===== config.mk =====
export PLATFORM = sky130hd
export DESIGN_NAME = bso_core
export DESIGN_NICKNAME = d
export VERILOG_FILES = /design/src/logic/bso_pkg.sv /design/src/logic/bso_aux_if.sv /design/src/logic/bso_core.sv /design/src/logic/bso_sync.sv /design/src/logic/bso_tick.sv
export VERILOG_INCLUDE_DIRS = /design/src /design/src/logic
export SDC_FILE = /design/constraint.sdc
export NUM_CORES = 1
export LEC_CHECK = 0
export ABC_AREA = 1
export CAP_MARGIN = 20
export CORE_ASPECT_RATIO = 0.6
export CORE_MARGIN = 1.5
export CORE_UTILIZATION = 50
export DETAILED_ROUTE_END_ITERATION = 16
export DONT_BUFFER_PORTS = 1
export HOLD_SLACK_MARGIN = 0.08
export PLACE_DENSITY = 0.68
export SYNTH_ARGS = -nofsm -noshare
export SYNTH_HDL_FRONTEND = slang
export SYNTH_HIERARCHICAL = 1
export SYNTH_SLANG_ARGS = --single-unit

===== constraint.sdc =====
create_clock -name clk_sys_in -period 4.1 [get_ports clk_sys_in]
set_input_delay 0.205 -clock clk_sys_in [delete_from_list [all_inputs] [get_ports clk_sys_in]]
set_output_delay 0.205 -clock clk_sys_in [all_outputs]
set_load 0.02 [all_outputs]

===== src/logic/bso_map.svh =====
// Address map, field positions, reset values and timing figures of the brake sequencer.
// Assumes inclusion by bare name from every file that needs these constants.
`ifndef BSO_MAP_SVH
`define BSO_MAP_SVH

// ----------------------------------------
// Timing
// ----------------------------------------
`define BSO_CLK_HZ        25000000       // System clock rate in Hz
`define BSO_TICK_MS       10             // Sequencer step in ms
`define BSO_TICK_CYCLES   ((`BSO_CLK_HZ / 1000) * `BSO_TICK_MS)

// ----------------------------------------
// Register word indices (address bits 5:2)
// ----------------------------------------
`define BSO_ADR_CTRL      4'h0           // Option bits, fault clear
`define BSO_ADR_RESTART   4'h1           // Restart interval
`define BSO_ADR_EDLY      4'h2           // Engage request delay
`define BSO_ADR_ETIME     4'h3           // Engage duration
`define BSO_ADR_RTIME     4'h4           // Release duration
`define BSO_ADR_RAMP      4'h5           // Current ramp duration
`define BSO_ADR_FILT      4'h6           // Two feedback filter times
`define BSO_ADR_STATUS    4'h7           // Live state
`define BSO_ADR_IRQ_STAT  4'h8           // Sticky events, read clears
`define BSO_ADR_IRQ_MASK  4'h9           // Interrupt mask

// ----------------------------------------
// Control fields
// ----------------------------------------
`define BSO_CTL_RESTART_SEL   0          // restart_handling_sel
`define BSO_CTL_STEADY_DIS    1          // steady_contact_err_disable
`define BSO_CTL_GATING_SEL    2          // contact_gating_sel
`define BSO_CTL_MISSING_SEL   3          // missing_feedback_sel
`define BSO_CTL_REVERSAL      4          // engage_on_reversal
`define BSO_CTL_CLOSED_LOOP   5          // Closed-loop motor control
`define BSO_CTL_FAULT_CLR     8          // Write 1: leave fault or hold
`define BSO_CTL_W             6          // Stored control width
`define BSO_FILT_B_LSB        16         // Second filter time position

// ----------------------------------------
// Interrupt bits
// ----------------------------------------
`define BSO_IRQ_ERR       0              // Brake feedback error
`define BSO_IRQ_WARN      1              // Brake contact warning
`define BSO_IRQ_DONE      2              // Sequence completed
`define BSO_IRQ_REINIT    3              // Sequence reinitialised
`define BSO_IRQ_W         4

// ----------------------------------------
// Reset values
// ----------------------------------------
`define BSO_RST_CTRL      6'h00
`define BSO_RST_RESTART   11'h000        // 0.00 s
`define BSO_RST_EDLY      11'h000        // 0.00 s
`define BSO_RST_ETIME     11'h032        // 0.50 s
`define BSO_RST_RTIME     11'h000
`define BSO_RST_RAMP      11'h000
`define BSO_RST_FILT      11'h000
`define BSO_TIME_W        11
`define BSO_CNT_ZERO      11'h000

`endif


===== src/logic/bso_pkg.sv =====
// Types shared by the brake sequencer modules.
// Assumes bso_map.svh is compiled with it.
`include "bso_map.svh"
package bso_pkg;
    // Time in 10 ms steps
    typedef logic [`BSO_TIME_W-1:0] bso_time_t;

    // Sequencer states, one-hot
    typedef enum logic [8:0] {
        BSO_IDLE    = 9'b0_0000_0001,  // Brake engaged, no run
        BSO_REL     = 9'b0_0000_0010,  // Releasing
        BSO_RUN     = 9'b0_0000_0100,  // Reference enabled
        BSO_EDLY    = 9'b0_0000_1000,  // Engage request delay
        BSO_ENG     = 9'b0_0001_0000,  // Engaging
        BSO_RAMP    = 9'b0_0010_0000,  // Current ramp to zero
        BSO_RESTART = 9'b0_0100_0000,  // Restart interval
        BSO_HOLD    = 9'b0_1000_0000,  // Zero-speed hold on warning
        BSO_FAULT   = 9'b1_0000_0000   // Locked brake feedback error
    } bso_state_t;
endpackage


===== src/logic/bso_aux_if.sv =====
// Carrier between the sequencer core and its helpers.
// Assumes one producer per signal, all on clk_sys_in.
interface bso_aux_if;
    logic contact;   // Synchronised brake contact
    logic relay;     // Synchronised relay feedback
    logic tick;      // 10 ms step pulse
    modport syn  (output contact, output relay);
    modport tmr  (output tick);
    modport core (input contact, input relay, input tick);
endinterface


===== src/logic/bso_core.sv =====
// Brake sequencer: release, run, engage, ramp and restart with option handling.
// Assumes Avalon-MM master on clk_sys_in; run and reversal come from same-clock logic.
`include "bso_map.svh"
module bso_core #(
    parameter int unsigned TICK_CYCLES = `BSO_TICK_CYCLES
) (
    input  wire logic        clk_sys_in,
    input  wire logic        nrst_in,
    input  wire logic [5:0]  avs_address_in,
    input  wire logic        avs_read_in,
    input  wire logic        avs_write_in,
    input  wire logic [31:0] avs_writedata_in,
    output logic      [31:0] avs_readdata_out,
    output logic             avs_waitrequest_out,
    input  wire logic        run_cmd_in,
    input  wire logic        reversal_in,
    input  wire logic        brake_contact_input_in,
    input  wire logic        relay_feedback_in,
    output logic             brake_release_out,
    output logic             ref_enable_out,
    output logic             current_ramp_out,
    output logic             zero_speed_hold_out,
    output logic             brake_feedback_error_out,
    output logic             brake_contact_warning_out,
    output logic             irq_out
);
    // ----------------------------------------
    // Helpers
    // ----------------------------------------
    bso_aux_if aux ();

    bso_sync u_sync (
        .clk_sys_in     (clk_sys_in),
        .nrst_in        (nrst_in),
        .contact_pin_in (brake_contact_input_in),
        .relay_pin_in   (relay_feedback_in),
        .aux            (aux.syn)
    );

    bso_tick #(.TICK_CYCLES(TICK_CYCLES)) u_tick (
        .clk_sys_in (clk_sys_in),
        .nrst_in    (nrst_in),
        .aux        (aux.tmr)
    );

    // ----------------------------------------
    // State
    // ----------------------------------------
    typedef struct packed {
        bso_pkg::bso_state_t      st;        // Sequencer state
        bso_pkg::bso_time_t       cnt;       // Ticks in current state
        logic [`BSO_CTL_W-1:0]    ctrl;      // Option bits
        bso_pkg::bso_time_t       restart;   // Restart interval
        bso_pkg::bso_time_t       edly;      // Engage request delay
        bso_pkg::bso_time_t       etime;     // Engage duration
        bso_pkg::bso_time_t       rtime;     // Release duration
        bso_pkg::bso_time_t       ramp;      // Current ramp duration
        bso_pkg::bso_time_t       filt_a;    // Contact filter time
        bso_pkg::bso_time_t       filt_b;    // Relay filter time
        logic                     pend;      // Release after engage ends
        logic                     reinit;    // Reversal forces full sequence
        logic [`BSO_IRQ_W-1:0]    irq_stat;  // Sticky events
        logic [`BSO_IRQ_W-1:0]    irq_mask;  // Event mask
        logic [31:0]              rdata;     // Read data
        logic                     wait_r;    // Waitrequest
        logic                     brake;     // Brake release output
        logic                     refen;     // Reference enable
        logic                     rampo;     // Current ramp active
        logic                     hold;      // Zero-speed hold
        logic                     irq;       // Interrupt line
        logic                     ferr;      // Feedback error output
    } bso_core_st_t;
    bso_core_st_t s_q;
    bso_core_st_t s_d;

    // Larger of two step counts
    function automatic bso_pkg::bso_time_t tmax(input bso_pkg::bso_time_t a, input bso_pkg::bso_time_t b);
        tmax = (a > b) ? a : b;
    endfunction

    // Interval elapsed once count reaches target
    function automatic logic expired(input bso_pkg::bso_time_t c, input bso_pkg::bso_time_t t);
        expired = (c >= t);
    endfunction

    // ----------------------------------------
    // Next state
    // ----------------------------------------
    always_comb begin
        logic                  take;      // Bus request accepted this edge
        logic                  fclr;      // Fault clear written
        logic [`BSO_IRQ_W-1:0] ev;        // Events this cycle
        logic                  sel1;      // Shortcut restart handling
        logic                  closed;    // Closed-loop control
        logic                  gate;      // Contact gating
        bso_pkg::bso_time_t    eng_eff;   // Effective engage time
        take    = 1'b0;
        fclr    = 1'b0;
        ev      = '0;
        sel1    = 1'b0;
        closed  = 1'b0;
        gate    = 1'b0;
        eng_eff = '0;
        s_d     = s_q;

        // Avalon slave: one wait cycle, then accept
        take = (avs_read_in | avs_write_in) & ~s_q.wait_r;
        s_d.wait_r = ~((avs_read_in | avs_write_in) & s_q.wait_r);
        if (avs_read_in && s_q.wait_r) begin
            case (avs_address_in[5:2])
                `BSO_ADR_CTRL:     s_d.rdata = 32'(s_q.ctrl);
                `BSO_ADR_RESTART:  s_d.rdata = 32'(s_q.restart);
                `BSO_ADR_EDLY:     s_d.rdata = 32'(s_q.edly);
                `BSO_ADR_ETIME:    s_d.rdata = 32'(s_q.etime);
                `BSO_ADR_RTIME:    s_d.rdata = 32'(s_q.rtime);
                `BSO_ADR_RAMP:     s_d.rdata = 32'(s_q.ramp);
                `BSO_ADR_FILT:     s_d.rdata = (32'(s_q.filt_b) << `BSO_FILT_B_LSB) | 32'(s_q.filt_a);
                `BSO_ADR_STATUS:   s_d.rdata = {14'h0000, aux.relay, aux.contact, 7'h00, s_q.st};
                `BSO_ADR_IRQ_STAT: s_d.rdata = 32'(s_q.irq_stat);
                `BSO_ADR_IRQ_MASK: s_d.rdata = 32'(s_q.irq_mask);
                default:           s_d.rdata = 32'h0000_0000;  // Unmapped reads zero
            endcase
        end
        if (take && avs_write_in) begin
            case (avs_address_in[5:2])
                `BSO_ADR_CTRL: begin
                    s_d.ctrl = avs_writedata_in[`BSO_CTL_W-1:0];
                    fclr = avs_writedata_in[`BSO_CTL_FAULT_CLR];
                end
                `BSO_ADR_RESTART:  s_d.restart  = avs_writedata_in[`BSO_TIME_W-1:0];
                `BSO_ADR_EDLY:     s_d.edly     = avs_writedata_in[`BSO_TIME_W-1:0];
                `BSO_ADR_ETIME:    s_d.etime    = avs_writedata_in[`BSO_TIME_W-1:0];
                `BSO_ADR_RTIME:    s_d.rtime    = avs_writedata_in[`BSO_TIME_W-1:0];
                `BSO_ADR_RAMP:     s_d.ramp     = avs_writedata_in[`BSO_TIME_W-1:0];
                `BSO_ADR_FILT: begin
                    s_d.filt_a = avs_writedata_in[`BSO_TIME_W-1:0];
                    s_d.filt_b = avs_writedata_in[`BSO_FILT_B_LSB +: `BSO_TIME_W];
                end
                `BSO_ADR_IRQ_MASK: s_d.irq_mask = avs_writedata_in[`BSO_IRQ_W-1:0];
                default: begin
                    // Writes elsewhere are ignored
                end
            endcase
        end

        // Option decode; same in open and closed loop, but missing_feedback_sel only acts in closed loop
        sel1    = s_q.ctrl[`BSO_CTL_RESTART_SEL] & ~s_q.reinit;
        closed  = s_q.ctrl[`BSO_CTL_CLOSED_LOOP];
        gate    = s_q.ctrl[`BSO_CTL_GATING_SEL];
        eng_eff = tmax(s_q.etime, tmax(s_q.filt_a, s_q.filt_b));

        // Step counter
        if (aux.tick && s_q.cnt != {`BSO_TIME_W{1'b1}}) begin
            s_d.cnt = s_q.cnt + 11'h001;
        end

        // Sequencer
        case (s_q.st)
            bso_pkg::BSO_IDLE: begin
                if (run_cmd_in) begin
                    s_d.st = bso_pkg::BSO_REL;
                end
            end
            bso_pkg::BSO_REL: begin
                if (gate) begin
                    if (aux.contact) begin
                        s_d.st = bso_pkg::BSO_RUN;
                    end
                end else if (expired(s_q.cnt, s_q.rtime)) begin
                    if (!aux.contact) begin
                        s_d.st = bso_pkg::BSO_FAULT;
                        ev[`BSO_IRQ_ERR] = 1'b1;
                    end else begin
                        s_d.st = bso_pkg::BSO_RUN;
                    end
                end
            end
            bso_pkg::BSO_RUN: begin
                s_d.pend = 1'b0;
                if (!s_q.ctrl[`BSO_CTL_STEADY_DIS] && !aux.contact) begin
                    s_d.st = bso_pkg::BSO_FAULT;
                    ev[`BSO_IRQ_ERR] = 1'b1;
                end else if (!run_cmd_in) begin
                    s_d.st     = bso_pkg::BSO_EDLY;
                    s_d.reinit = 1'b0;
                end else if (reversal_in && s_q.ctrl[`BSO_CTL_REVERSAL]) begin
                    s_d.st     = bso_pkg::BSO_EDLY;
                    s_d.reinit = 1'b1;
                    ev[`BSO_IRQ_REINIT] = 1'b1;
                end
            end
            bso_pkg::BSO_EDLY: begin
                if (run_cmd_in && sel1) begin
                    s_d.st = bso_pkg::BSO_RUN;
                end else if (expired(s_q.cnt, s_q.edly)) begin
                    s_d.st = bso_pkg::BSO_ENG;
                end
            end
            bso_pkg::BSO_ENG: begin
                if (run_cmd_in && sel1) begin
                    s_d.pend = 1'b1;
                end
                if (expired(s_q.cnt, eng_eff) && (!gate || !aux.contact)) begin
                    if (closed && (aux.contact || aux.relay)) begin
                        if (s_q.ctrl[`BSO_CTL_MISSING_SEL]) begin
                            s_d.st = bso_pkg::BSO_HOLD;
                            ev[`BSO_IRQ_WARN] = 1'b1;
                        end else begin
                            s_d.st = bso_pkg::BSO_FAULT;
                            ev[`BSO_IRQ_ERR] = 1'b1;
                        end
                    end else if (s_q.pend || (run_cmd_in && sel1)) begin
                        s_d.st   = bso_pkg::BSO_REL;
                        s_d.pend = 1'b0;
                    end else begin
                        s_d.st = bso_pkg::BSO_RAMP;
                    end
                end
            end
            bso_pkg::BSO_RAMP: begin
                // Run here does not cut the sequence short
                if (expired(s_q.cnt, s_q.ramp)) begin
                    s_d.st = bso_pkg::BSO_RESTART;
                end
            end
            bso_pkg::BSO_RESTART: begin
                if (run_cmd_in) begin
                    s_d.st = bso_pkg::BSO_IDLE;
                    ev[`BSO_IRQ_REINIT] = 1'b1;
                end else if (expired(s_q.cnt, s_q.restart)) begin
                    s_d.st = bso_pkg::BSO_IDLE;
                    ev[`BSO_IRQ_DONE] = 1'b1;
                end
            end
            bso_pkg::BSO_HOLD, bso_pkg::BSO_FAULT: begin
                if (fclr) begin
                    s_d.st = bso_pkg::BSO_IDLE;
                end
            end
            default: begin
                s_d.st = bso_pkg::BSO_IDLE;
            end
        endcase

        // Fresh count on every state change
        if (s_d.st != s_q.st) begin
            s_d.cnt = `BSO_CNT_ZERO;
        end

        // Outputs follow the next state
        s_d.brake = (s_d.st == bso_pkg::BSO_REL) || (s_d.st == bso_pkg::BSO_RUN)
                  || (s_d.st == bso_pkg::BSO_EDLY);
        s_d.refen = (s_d.st == bso_pkg::BSO_RUN);
        s_d.rampo = (s_d.st == bso_pkg::BSO_RAMP);
        s_d.hold  = (s_d.st == bso_pkg::BSO_HOLD);
        s_d.ferr  = (s_d.st == bso_pkg::BSO_FAULT);

        // Sticky events; only bits that were read clear, a new event wins
        if (take && avs_read_in && avs_address_in[5:2] == `BSO_ADR_IRQ_STAT) begin
            s_d.irq_stat = (s_q.irq_stat & ~s_q.rdata[`BSO_IRQ_W-1:0]) | ev;
        end else begin
            s_d.irq_stat = s_q.irq_stat | ev;
        end
        s_d.irq = |(s_d.irq_stat & s_d.irq_mask);
    end

    // ----------------------------------------
    // Register
    // ----------------------------------------
    always_ff @(posedge clk_sys_in or negedge nrst_in) begin
        if (!nrst_in) begin
            s_q          <= '0;
            s_q.st       <= bso_pkg::BSO_IDLE;
            s_q.ctrl     <= `BSO_RST_CTRL;
            s_q.restart  <= `BSO_RST_RESTART;
            s_q.edly     <= `BSO_RST_EDLY;
            s_q.etime    <= `BSO_RST_ETIME;
            s_q.rtime    <= `BSO_RST_RTIME;
            s_q.ramp     <= `BSO_RST_RAMP;
            s_q.filt_a   <= `BSO_RST_FILT;
            s_q.filt_b   <= `BSO_RST_FILT;
            s_q.wait_r   <= 1'b1;
        end else begin
            s_q <= s_d;
        end
    end

    // Ports straight from flops
    assign avs_readdata_out          = s_q.rdata;
    assign avs_waitrequest_out       = s_q.wait_r;
    assign brake_release_out         = s_q.brake;
    assign ref_enable_out            = s_q.refen;
    assign current_ramp_out          = s_q.rampo;
    assign zero_speed_hold_out       = s_q.hold;
    assign brake_feedback_error_out  = s_q.ferr;
    assign brake_contact_warning_out = s_q.hold;
    assign irq_out                   = s_q.irq;
endmodule // bso_core


===== src/logic/bso_sync.sv =====
// Two-stage synchronisers for the brake feedback pins.
// Assumes asynchronous pins; only the second stage is read outside.
module bso_sync (
    input  wire logic clk_sys_in,
    input  wire logic nrst_in,
    input  wire logic contact_pin_in,
    input  wire logic relay_pin_in,
    bso_aux_if.syn    aux
);
    // Stage 0 holds the raw sample, stage 1 the usable one
    typedef struct packed {
        logic [1:0] c;
        logic [1:0] r;
    } bso_sync_st_t;
    bso_sync_st_t s_q;
    bso_sync_st_t s_d;

    // Shift pins in
    always_comb begin
        s_d = s_q;
        s_d.c = {s_q.c[0], contact_pin_in};
        s_d.r = {s_q.r[0], relay_pin_in};
    end

    // Register
    always_ff @(posedge clk_sys_in or negedge nrst_in) begin
        if (!nrst_in) begin
            s_q <= '0;
        end else begin
            s_q <= s_d;
        end
    end

    assign aux.contact = s_q.c[1];
    assign aux.relay   = s_q.r[1];
endmodule // bso_sync


===== src/logic/bso_tick.sv =====
// Divides the system clock down to the 10 ms sequencer step.
// Assumes the period is given in system clock cycles.
`include "bso_map.svh"
module bso_tick #(
    parameter int unsigned TICK_CYCLES = `BSO_TICK_CYCLES
) (
    input  wire logic clk_sys_in,
    input  wire logic nrst_in,
    bso_aux_if.tmr    aux
);
    typedef struct packed {
        logic [17:0] cnt;   // Cycle count within a step
        logic        tick;  // One-cycle step pulse
    } bso_tick_st_t;
    bso_tick_st_t s_q;
    bso_tick_st_t s_d;

    // Count cycles, pulse on wrap
    always_comb begin
        s_d = s_q;
        s_d.tick = 1'b0;
        if (s_q.cnt >= 18'(TICK_CYCLES - 1)) begin
            s_d.cnt  = '0;
            s_d.tick = 1'b1;
        end else begin
            s_d.cnt = s_q.cnt + 18'h0_0001;
        end
    end

    // Register
    always_ff @(posedge clk_sys_in or negedge nrst_in) begin
        if (!nrst_in) begin
            s_q <= '0;
        end else begin
            s_q <= s_d;
        end
    end

    assign aux.tick = s_q.tick;
endmodule // bso_tick


==> impl_results.md, run 1 <==
* Status: complete, but fails checks
* Violated checks: setup timing
* Pin count of the biggest net entering global routing at 166
* Port Buf Inserts at 0
* Commonest non-fill, non-tap cells in the layout: nand2_1, dfrtp_1, inv_1
* Drt total wl at 33300 um
* Die area at 21200 um2
* Seq/Total Area, Yosys at 0.407
* Top sig layer: met4
* Met1 wire length at 15800 um
* Met3 WL post-DR at 4270 um
* Non-Filler Instances at 1678
* Core Rows at 40
* CTS tree: built
* HP Class: in2reg
* Clock transition at path regs at 70 ps
* Most used DFF post-synth: dfrtp_1
* Mapped Area at 10200 um2
* Worst setup SP type: flop
* Num ports at 86
* Die height at 113 um
* Clk_lat worst skew at 450 ps
* Max-cap violations at 0
* Slew @ Worst Pin at 1060 ps
* Fin crit period at 4750 ps
* RSZ-0062 raised after global routing: yes
* Final Hold Fails at 0
* Total grt overflow at 0
* EDFF count, synth at 0
* Post-layout nets at 1517
* Clock root buffer master: clkbuf_16
* Final Wtd Congestion at 1.01
* Initial Utilization at 0.508
* Total number of vias at 9453
* Yosys cell types at 51
* Syn Inst Count at 1325
* WP data arrival at 5080 ps
* Max Clk Rate at 0.210 GHz
* Residual antenna-violating net count after detailed routing at 0
* Cell repeated most along the worst path: nand2_1
* Clk sinks at 165
* Fin. max-slew vios at 0
* Drt wl/cell at 19.8 um
* Crit-path max FO at 11
* Final core occ at 0.619
* H-tree Lvls at 4
* Final Setup Violations at 24
* Largest cells by area after synthesis: dfrtp_1, nand2_1, ha_1
* Synth warnings at 6
* Setup_tns at -11530 ps
* #FFs+latches synth at 165
* Cell at the slowest stage of the critical path: dfrtp_1
* First-pass GRT wire length at 50700 um
* HPWL Detailed at 23500 um
* Slew headroom at 0.289
* Core ar. at 20000 um2
* Area grow syn2layout at 21.8%
* Vias per cell at 5.63
* DP Cell Count at 1604
* Vias in the first global route at 8767
* Die X at 187 um
* Fin crit share at 1.16
* Skew final at 12.9 ps
* Leakage at 0.00600 uW
* Maximum vdd drop at 351 uV
* Num CTS Buffers at 17
* Final Power at 5690 uW
* Commonest non-fill, non-tap cell in the layout: nand2_1
* Pre-Repair DR Iteration Count at 7
* Crit end category: flop
* Synth area leader: dfrtp_1
* DRC at 0
* Initial DRC count at 1121
* Final worst slack at -654 ps
* DR WL met2 at 12800 um
* Async S/R FF share, synth at 1.00
* Worst-case clock buffer depth at 2
* Power density cells at 460 nW/um2
* Share of layout cells above drive strength 1 at 0.184
* WP data required at 4430 ps
* Diodes inserted at 0
* Mean Syn Cell Area at 7.66 um2
* Initial antenna violation count at 0
* Critical path type: reg2reg
* Share of the synthesized area in the top cell type at 0.394
* GRT Overall Usage at 0.320
* Crit-path max cell delay at 410 ps
## power breakdown
| group | switching, uW | internal, uW | leakage, uW | total (uW) |
|---|---|---|---|---|
| sequential | 262 | 1870 | 0.00212 | 2130 |
| combinational | 1210 | 857 | 0.00362 | 2060 |
| clock | 718 | 781 | 0.000258 | 1500 |
## final cells by class
type                    count  area, um2
fillers                  1689       7610
multi-input cells         949       5780
flip-flops and latches    165       4140
repair buffers             99        968
inverters                 160        603
clock buffers              19        433
well taps                 273        342
clock inverters            13        100
## repair_timing
item	in CTS	in global routing
gates resized for setup	120	63
cloned	4	0
buffers inserted	15	6
pin swaps	22	5
hold buffers	22	0
hold endpoints to repair	193	0
endpoints found under the setup margin	24	24
## worst paths after layout
kind,from,to,slack (ps),cells after the start
min in group asynchronous,nrst_in,avs_readdata_out[26],460,2
worst min register to register,u_sync/s_d[3],u_sync/aux.contact,350,0
max in group asynchronous,nrst_in,u_tick/s_q[5],3040,2
worst max register to register,s_q[70],s_q[137],-650,35
worst min-delay path,avs_writedata_in[10],s_q[125],100,2
worst max-delay path,s_q[70],s_q[137],-650,35
## cell usage after synthesis, types with 2 or more instances
master       n
nand2_2      2
nor2_2      18
nor2_1     126
a21o_1       2
buf_6        2
buf_4       33
nor3_1       7
o211ai_1     4
inv_2        6
nand3_1     54
a21boi_0     2
nor2_4       3
clkbuf_1    22
xnor2_1      5
o21bai_1     6
ha_1        79
dfrtp_1    160
a221oi_1    12
a21oi_1     45
o2111ai_1    7
o22ai_1     11
inv_1      152
dfstp_2      5
o21ai_0    144
xor2_1      14
nor4_1       4
nand3_2      4
buf_2        2
clkinv_1     2
a41oi_1      2
a31oi_1      2
nand4_1     14
nand2_1    354
o21a_1       3
## metrics by stage
step / hold WS (ps) / area [um2] / setup WS (ps)
after floorplan: -90.6 / 10200 / 11.7
after global placement: -86.9 / 10600 / -622
after detailed placement: -86.9 / 10600 / -741
after CTS: 82.4 / 12100 / -431
after global routing: 143 / 12400 / -935
final: 98.0 / 12400 / -654
## sequential cells by signal, summed over array words and instances, names as in the netlist
| signal | count |
|---|---|
| ref_enable_out | 1 |
| avs_waitrequest_out | 1 |
| u_sync/aux.contact | 1 |
| irq_out | 1 |
| avs_readdata_out | 22 |
| current_ramp_out | 1 |
| u_sync/aux.relay | 1 |
| u_sync/s_d | 2 |
| u_tick/aux.tick | 1 |
| s_q | 113 |
| brake_contact_warning_out | 1 |
| brake_release_out | 1 |
| u_tick/s_q | 18 |
| brake_feedback_error_out | 1 |
## critical path: cells and delay by family (launching register included)
| kind | cells | cell delay (ps) |
|---|---|---|
| compound gates | 4 | 400 |
| fa+ha+maj | 3 | 910 |
| buf+inv | 5 | 680 |
| flops | 1 | 410 |
| simple gates | 23 | 2210 |
## cell families after synthesis
logic type / synth area share
compound gates: 0.137
xor+xnor: 0.0164
fa+ha+maj: 0.0974
buf+inv: 0.0953
flops: 0.407
mux: 0.000986
other cells: 0.000369
simple gates: 0.245
## metal layers
metal | vias up | global-route usage
met5 | - | 0
met4 | 0 | 0.0688
met3 | 37 | 0.116
met2 | 492 | 0.428
met1 | 4485 | 0.484
li1 | 4439 | -
No activity file was read; power rests on OpenSTA's default activity.
==> inputs of run 2 (changes only) <==
- ABC_AREA: 1 -> unset
- PLACE_DENSITY: 0.68 -> unset
- PLACE_DENSITY_LB_ADDON: unset -> 0.1
- SETUP_SLACK_MARGIN: unset -> 0.05
==> impl_results.md, run 2 <==
* Maximum vdd drop at 333 uV (-5.0%)
* Status: complete, but fails checks
* Die height at 114 um (+0.49%)
* Yosys cell types at 75 (+47%)
* Die area at 21400 um2 (+0.99%)
* Clk sinks at 165 (unchanged)
* Cell repeated most along the worst path: a21oi_2
* Pin count of the biggest net entering global routing at 166 (unchanged)
* Post-layout nets at 1199 (-21%)
* Area of the multi-input gates at 5680 um2 (-1.8%)
* Vias per cell at 5.98 (+6.1%)
* Core Rows at 40 (unchanged)
* Final Hold Fails at 0 (unchanged)
* Port Buf Inserts at 0 (unchanged)
* Slew headroom at 0.394 (+0.105)
* Clock transition at path regs at 70 ps (about the same)
* CTS tree: built
* Setup_tns at -30850 ps (-19320 ps)
* Total grt overflow at 0 (unchanged)
* Mapped Area at 10300 um2 (+1.0%)
* Vias in the first global route at 7622 (-13%)
* #FFs+latches synth at 165 (unchanged)
* Drt wl/cell at 22.5 um (+13%)
* Fin. max-slew vios at 0 (unchanged)
* WP data arrival at 5880 ps (+800 ps)
* RSZ-0062 raised after global routing: yes
* GRT Overall Usage at 0.297 (-0.0230)
* Max FFs per register at 113 (unchanged)
* Drt total wl at 30600 um (-8.0%)
* Num ports at 86 (unchanged)
* Num CTS Buffers at 17 (unchanged)
* Final worst slack at -1410 ps (-759 ps)
* Slew @ Worst Pin at 896 ps (-167 ps)
* Area grow syn2layout at 16.4%
* Async S/R FF share, synth at 1.00 (unchanged)
* Max Clk Rate at 0.181 GHz (-14%)
* Placed standard-cell area at 10700 um2 (+0.78%)
* Crit-path max cell delay at 350 ps (-60 ps)
* Crit-path max FO at 7 (-4)
* WP data required at 4470 ps (+40 ps)
* First-pass GRT wire length at 47100 um (-7.2%)
* Most used DFF post-synth: dfrtp_1
* Share of the synthesized area in the top cell type at 0.390 (-0.00395)
* Max-cap violations at 0 (unchanged)
* Most frequent cell after synthesis: dfrtp_1
* Initial antenna violation count at 0 (unchanged)
* Synth area leader: dfrtp_1
* Violated checks: setup timing
* Leakage at 0.00551 uW (-8.3%)
* Crit end category: flop
* Cell at the slowest stage of the critical path: dfrtp_1
* Commonest non-fill, non-tap cell in the layout: dfrtp_1
* Most common library cells after synthesis: dfrtp_1, mux2_2, nand2_1
* Pre-Repair DR Iteration Count at 5 (-2)
* Share of layout cells above drive strength 1 at 0.238 (+0.0539)
* Core ar. at 20100 um2 (+0.50%)
* Fin crit period at 5510 ps (+759 ps)
* H-tree Lvls at 4 (unchanged)
* Post-layout instance area at 11900 um2 (-3.5%)
* Synth warnings at 6 (unchanged)
* Total number of vias at 8127 (-14%)
* Initial DRC count at 787 (-30%)
* HP Class: in2reg
* Largest Register: s_q
* Clock root buffer master: clkbuf_16
* Fin crit share at 1.34 (+0.185)
* Filler Cell Count at 1709 (+1.2%)
* Clk_lat worst skew at 450 ps (about the same)
* DRC at 0 (unchanged)
* Seq/Total Area, Yosys at 0.403 (-0.00408)
* Critical path type: reg2reg
* Commonest non-fill, non-tap cells in the layout: dfrtp_1, mux2_2, nand2_1
* Hold WS at 91.9 ps (-6.15 ps)
* Initial Utilization at 0.511 (+0.00258)
* Residual antenna-violating net count after detailed routing at 0 (unchanged)
* FF/Latch Area at 4140 um2 (unchanged)
* Mean Syn Cell Area at 10.1 um2 (+32%)
* Worst setup SP type: flop
* Die X at 188 um (+0.50%)
* Worst-case clock buffer depth at 2 (unchanged)
* Skew final at 11.2 ps (-1.71 ps)
* Diodes inserted at 0 (unchanged)
* Syn Inst Count at 1012 (-24%)
* Final Wtd Congestion at 0.970 (-3.8%)
* Final Setup Violations at 25 (+4.2%)
* HPWL Detailed at 21900 um (-6.8%)
* EDFF count, synth at 0 (unchanged)
* Power density cells at 517 nW/um2 (+12%)
* Largest cells by area after synthesis: dfrtp_1, mux2_2, ha_1
[run 2: path summary, 6_finish.rpt]
check                                  start  cells after the start  slack (ps)              endpoint
setup / recovery                     s_q[50]                     30       -1410              s_q[136]
hold / removal             avs_address_in[3]                      3          90   avs_readdata_out[3]
max in group asynchronous            nrst_in                      2        2940  avs_readdata_out[24]
hold reg to reg                u_sync/s_d[3]                      0         350    u_sync/aux.contact
setup reg to reg                     s_q[50]                     30       -1410              s_q[136]
min in group asynchronous            nrst_in                      2         500   avs_readdata_out[1]
[run 2: where the power goes]
group	internal [uW]	switching (uW)
clock	959	700
combinational	1190	1160
sequential	1880	281
[run 2: layout make-up]
| cell class | instances | area share |
|---|---|---|
| Clock buffer | 24 | 0.0412 |
| Clock inverter | 8 | 0.00818 |
| Inverter | 78 | 0.0245 |
| Multi-Input combinational cell | 710 | 0.476 |
| Sequential cell | 165 | 0.347 |
| Tap cell | 273 | 0.0286 |
| Timing Repair Buffer | 102 | 0.0754 |
[run 2: metal layers]
layer	GRT usage	routed length, um
met1	0.463	15500
met2	0.379	11400
met3	0.109	3390
met4	0.0635	320
met5	0	0
[run 2: stage by stage]
stage                     utilization  worst slack (ps)  cells  total power [uW]
after detailed placement        0.534             -1460   1285              4160
after global routing            0.595             -1750   1360              6490
after global placement          0.534             -1300   1285              4140
after CTS                       0.588             -1350   1356              6030
final                           0.595             -1410   1360              6170
after floorplan                     -              -946   1021              3460
[run 2: repair_timing]
item / 4_1_cts / 5_1_grt
hold endpoints to repair: 268 / 0
setup buffers: 5 / 4
resized for setup: 22 / 23
hold buffers: 34 / 0
endpoints found under the setup margin: 25 / 25
pin swaps: 14 / 15
gates cloned: 0 / 0
[run 2: kinds of logic after synthesis]
logic type,Yosys count,share of synthesized area
adder cells (fa/ha/maj),79,0.0964
AO/OA/AOI/OAI,188,0.120
AND/OR/NAND/NOR,286,0.146
multiplexers,122,0.140
flip-flops,165,0.403
buffers and inverters,146,0.0725
XOR/XNOR,25,0.0214
other,1,0.000366
[run 2: critical path: cells and delay by family, from the launching register on]
kind / cells / cell delay (ps)
buffers and inverters: 4 / 560
adders and majority gates: 3 / 780
muxes: 2 / 570
and+or+nand+nor: 6 / 820
AOI/OAI and AO/OA: 15 / 2370
DFF: 1 / 350
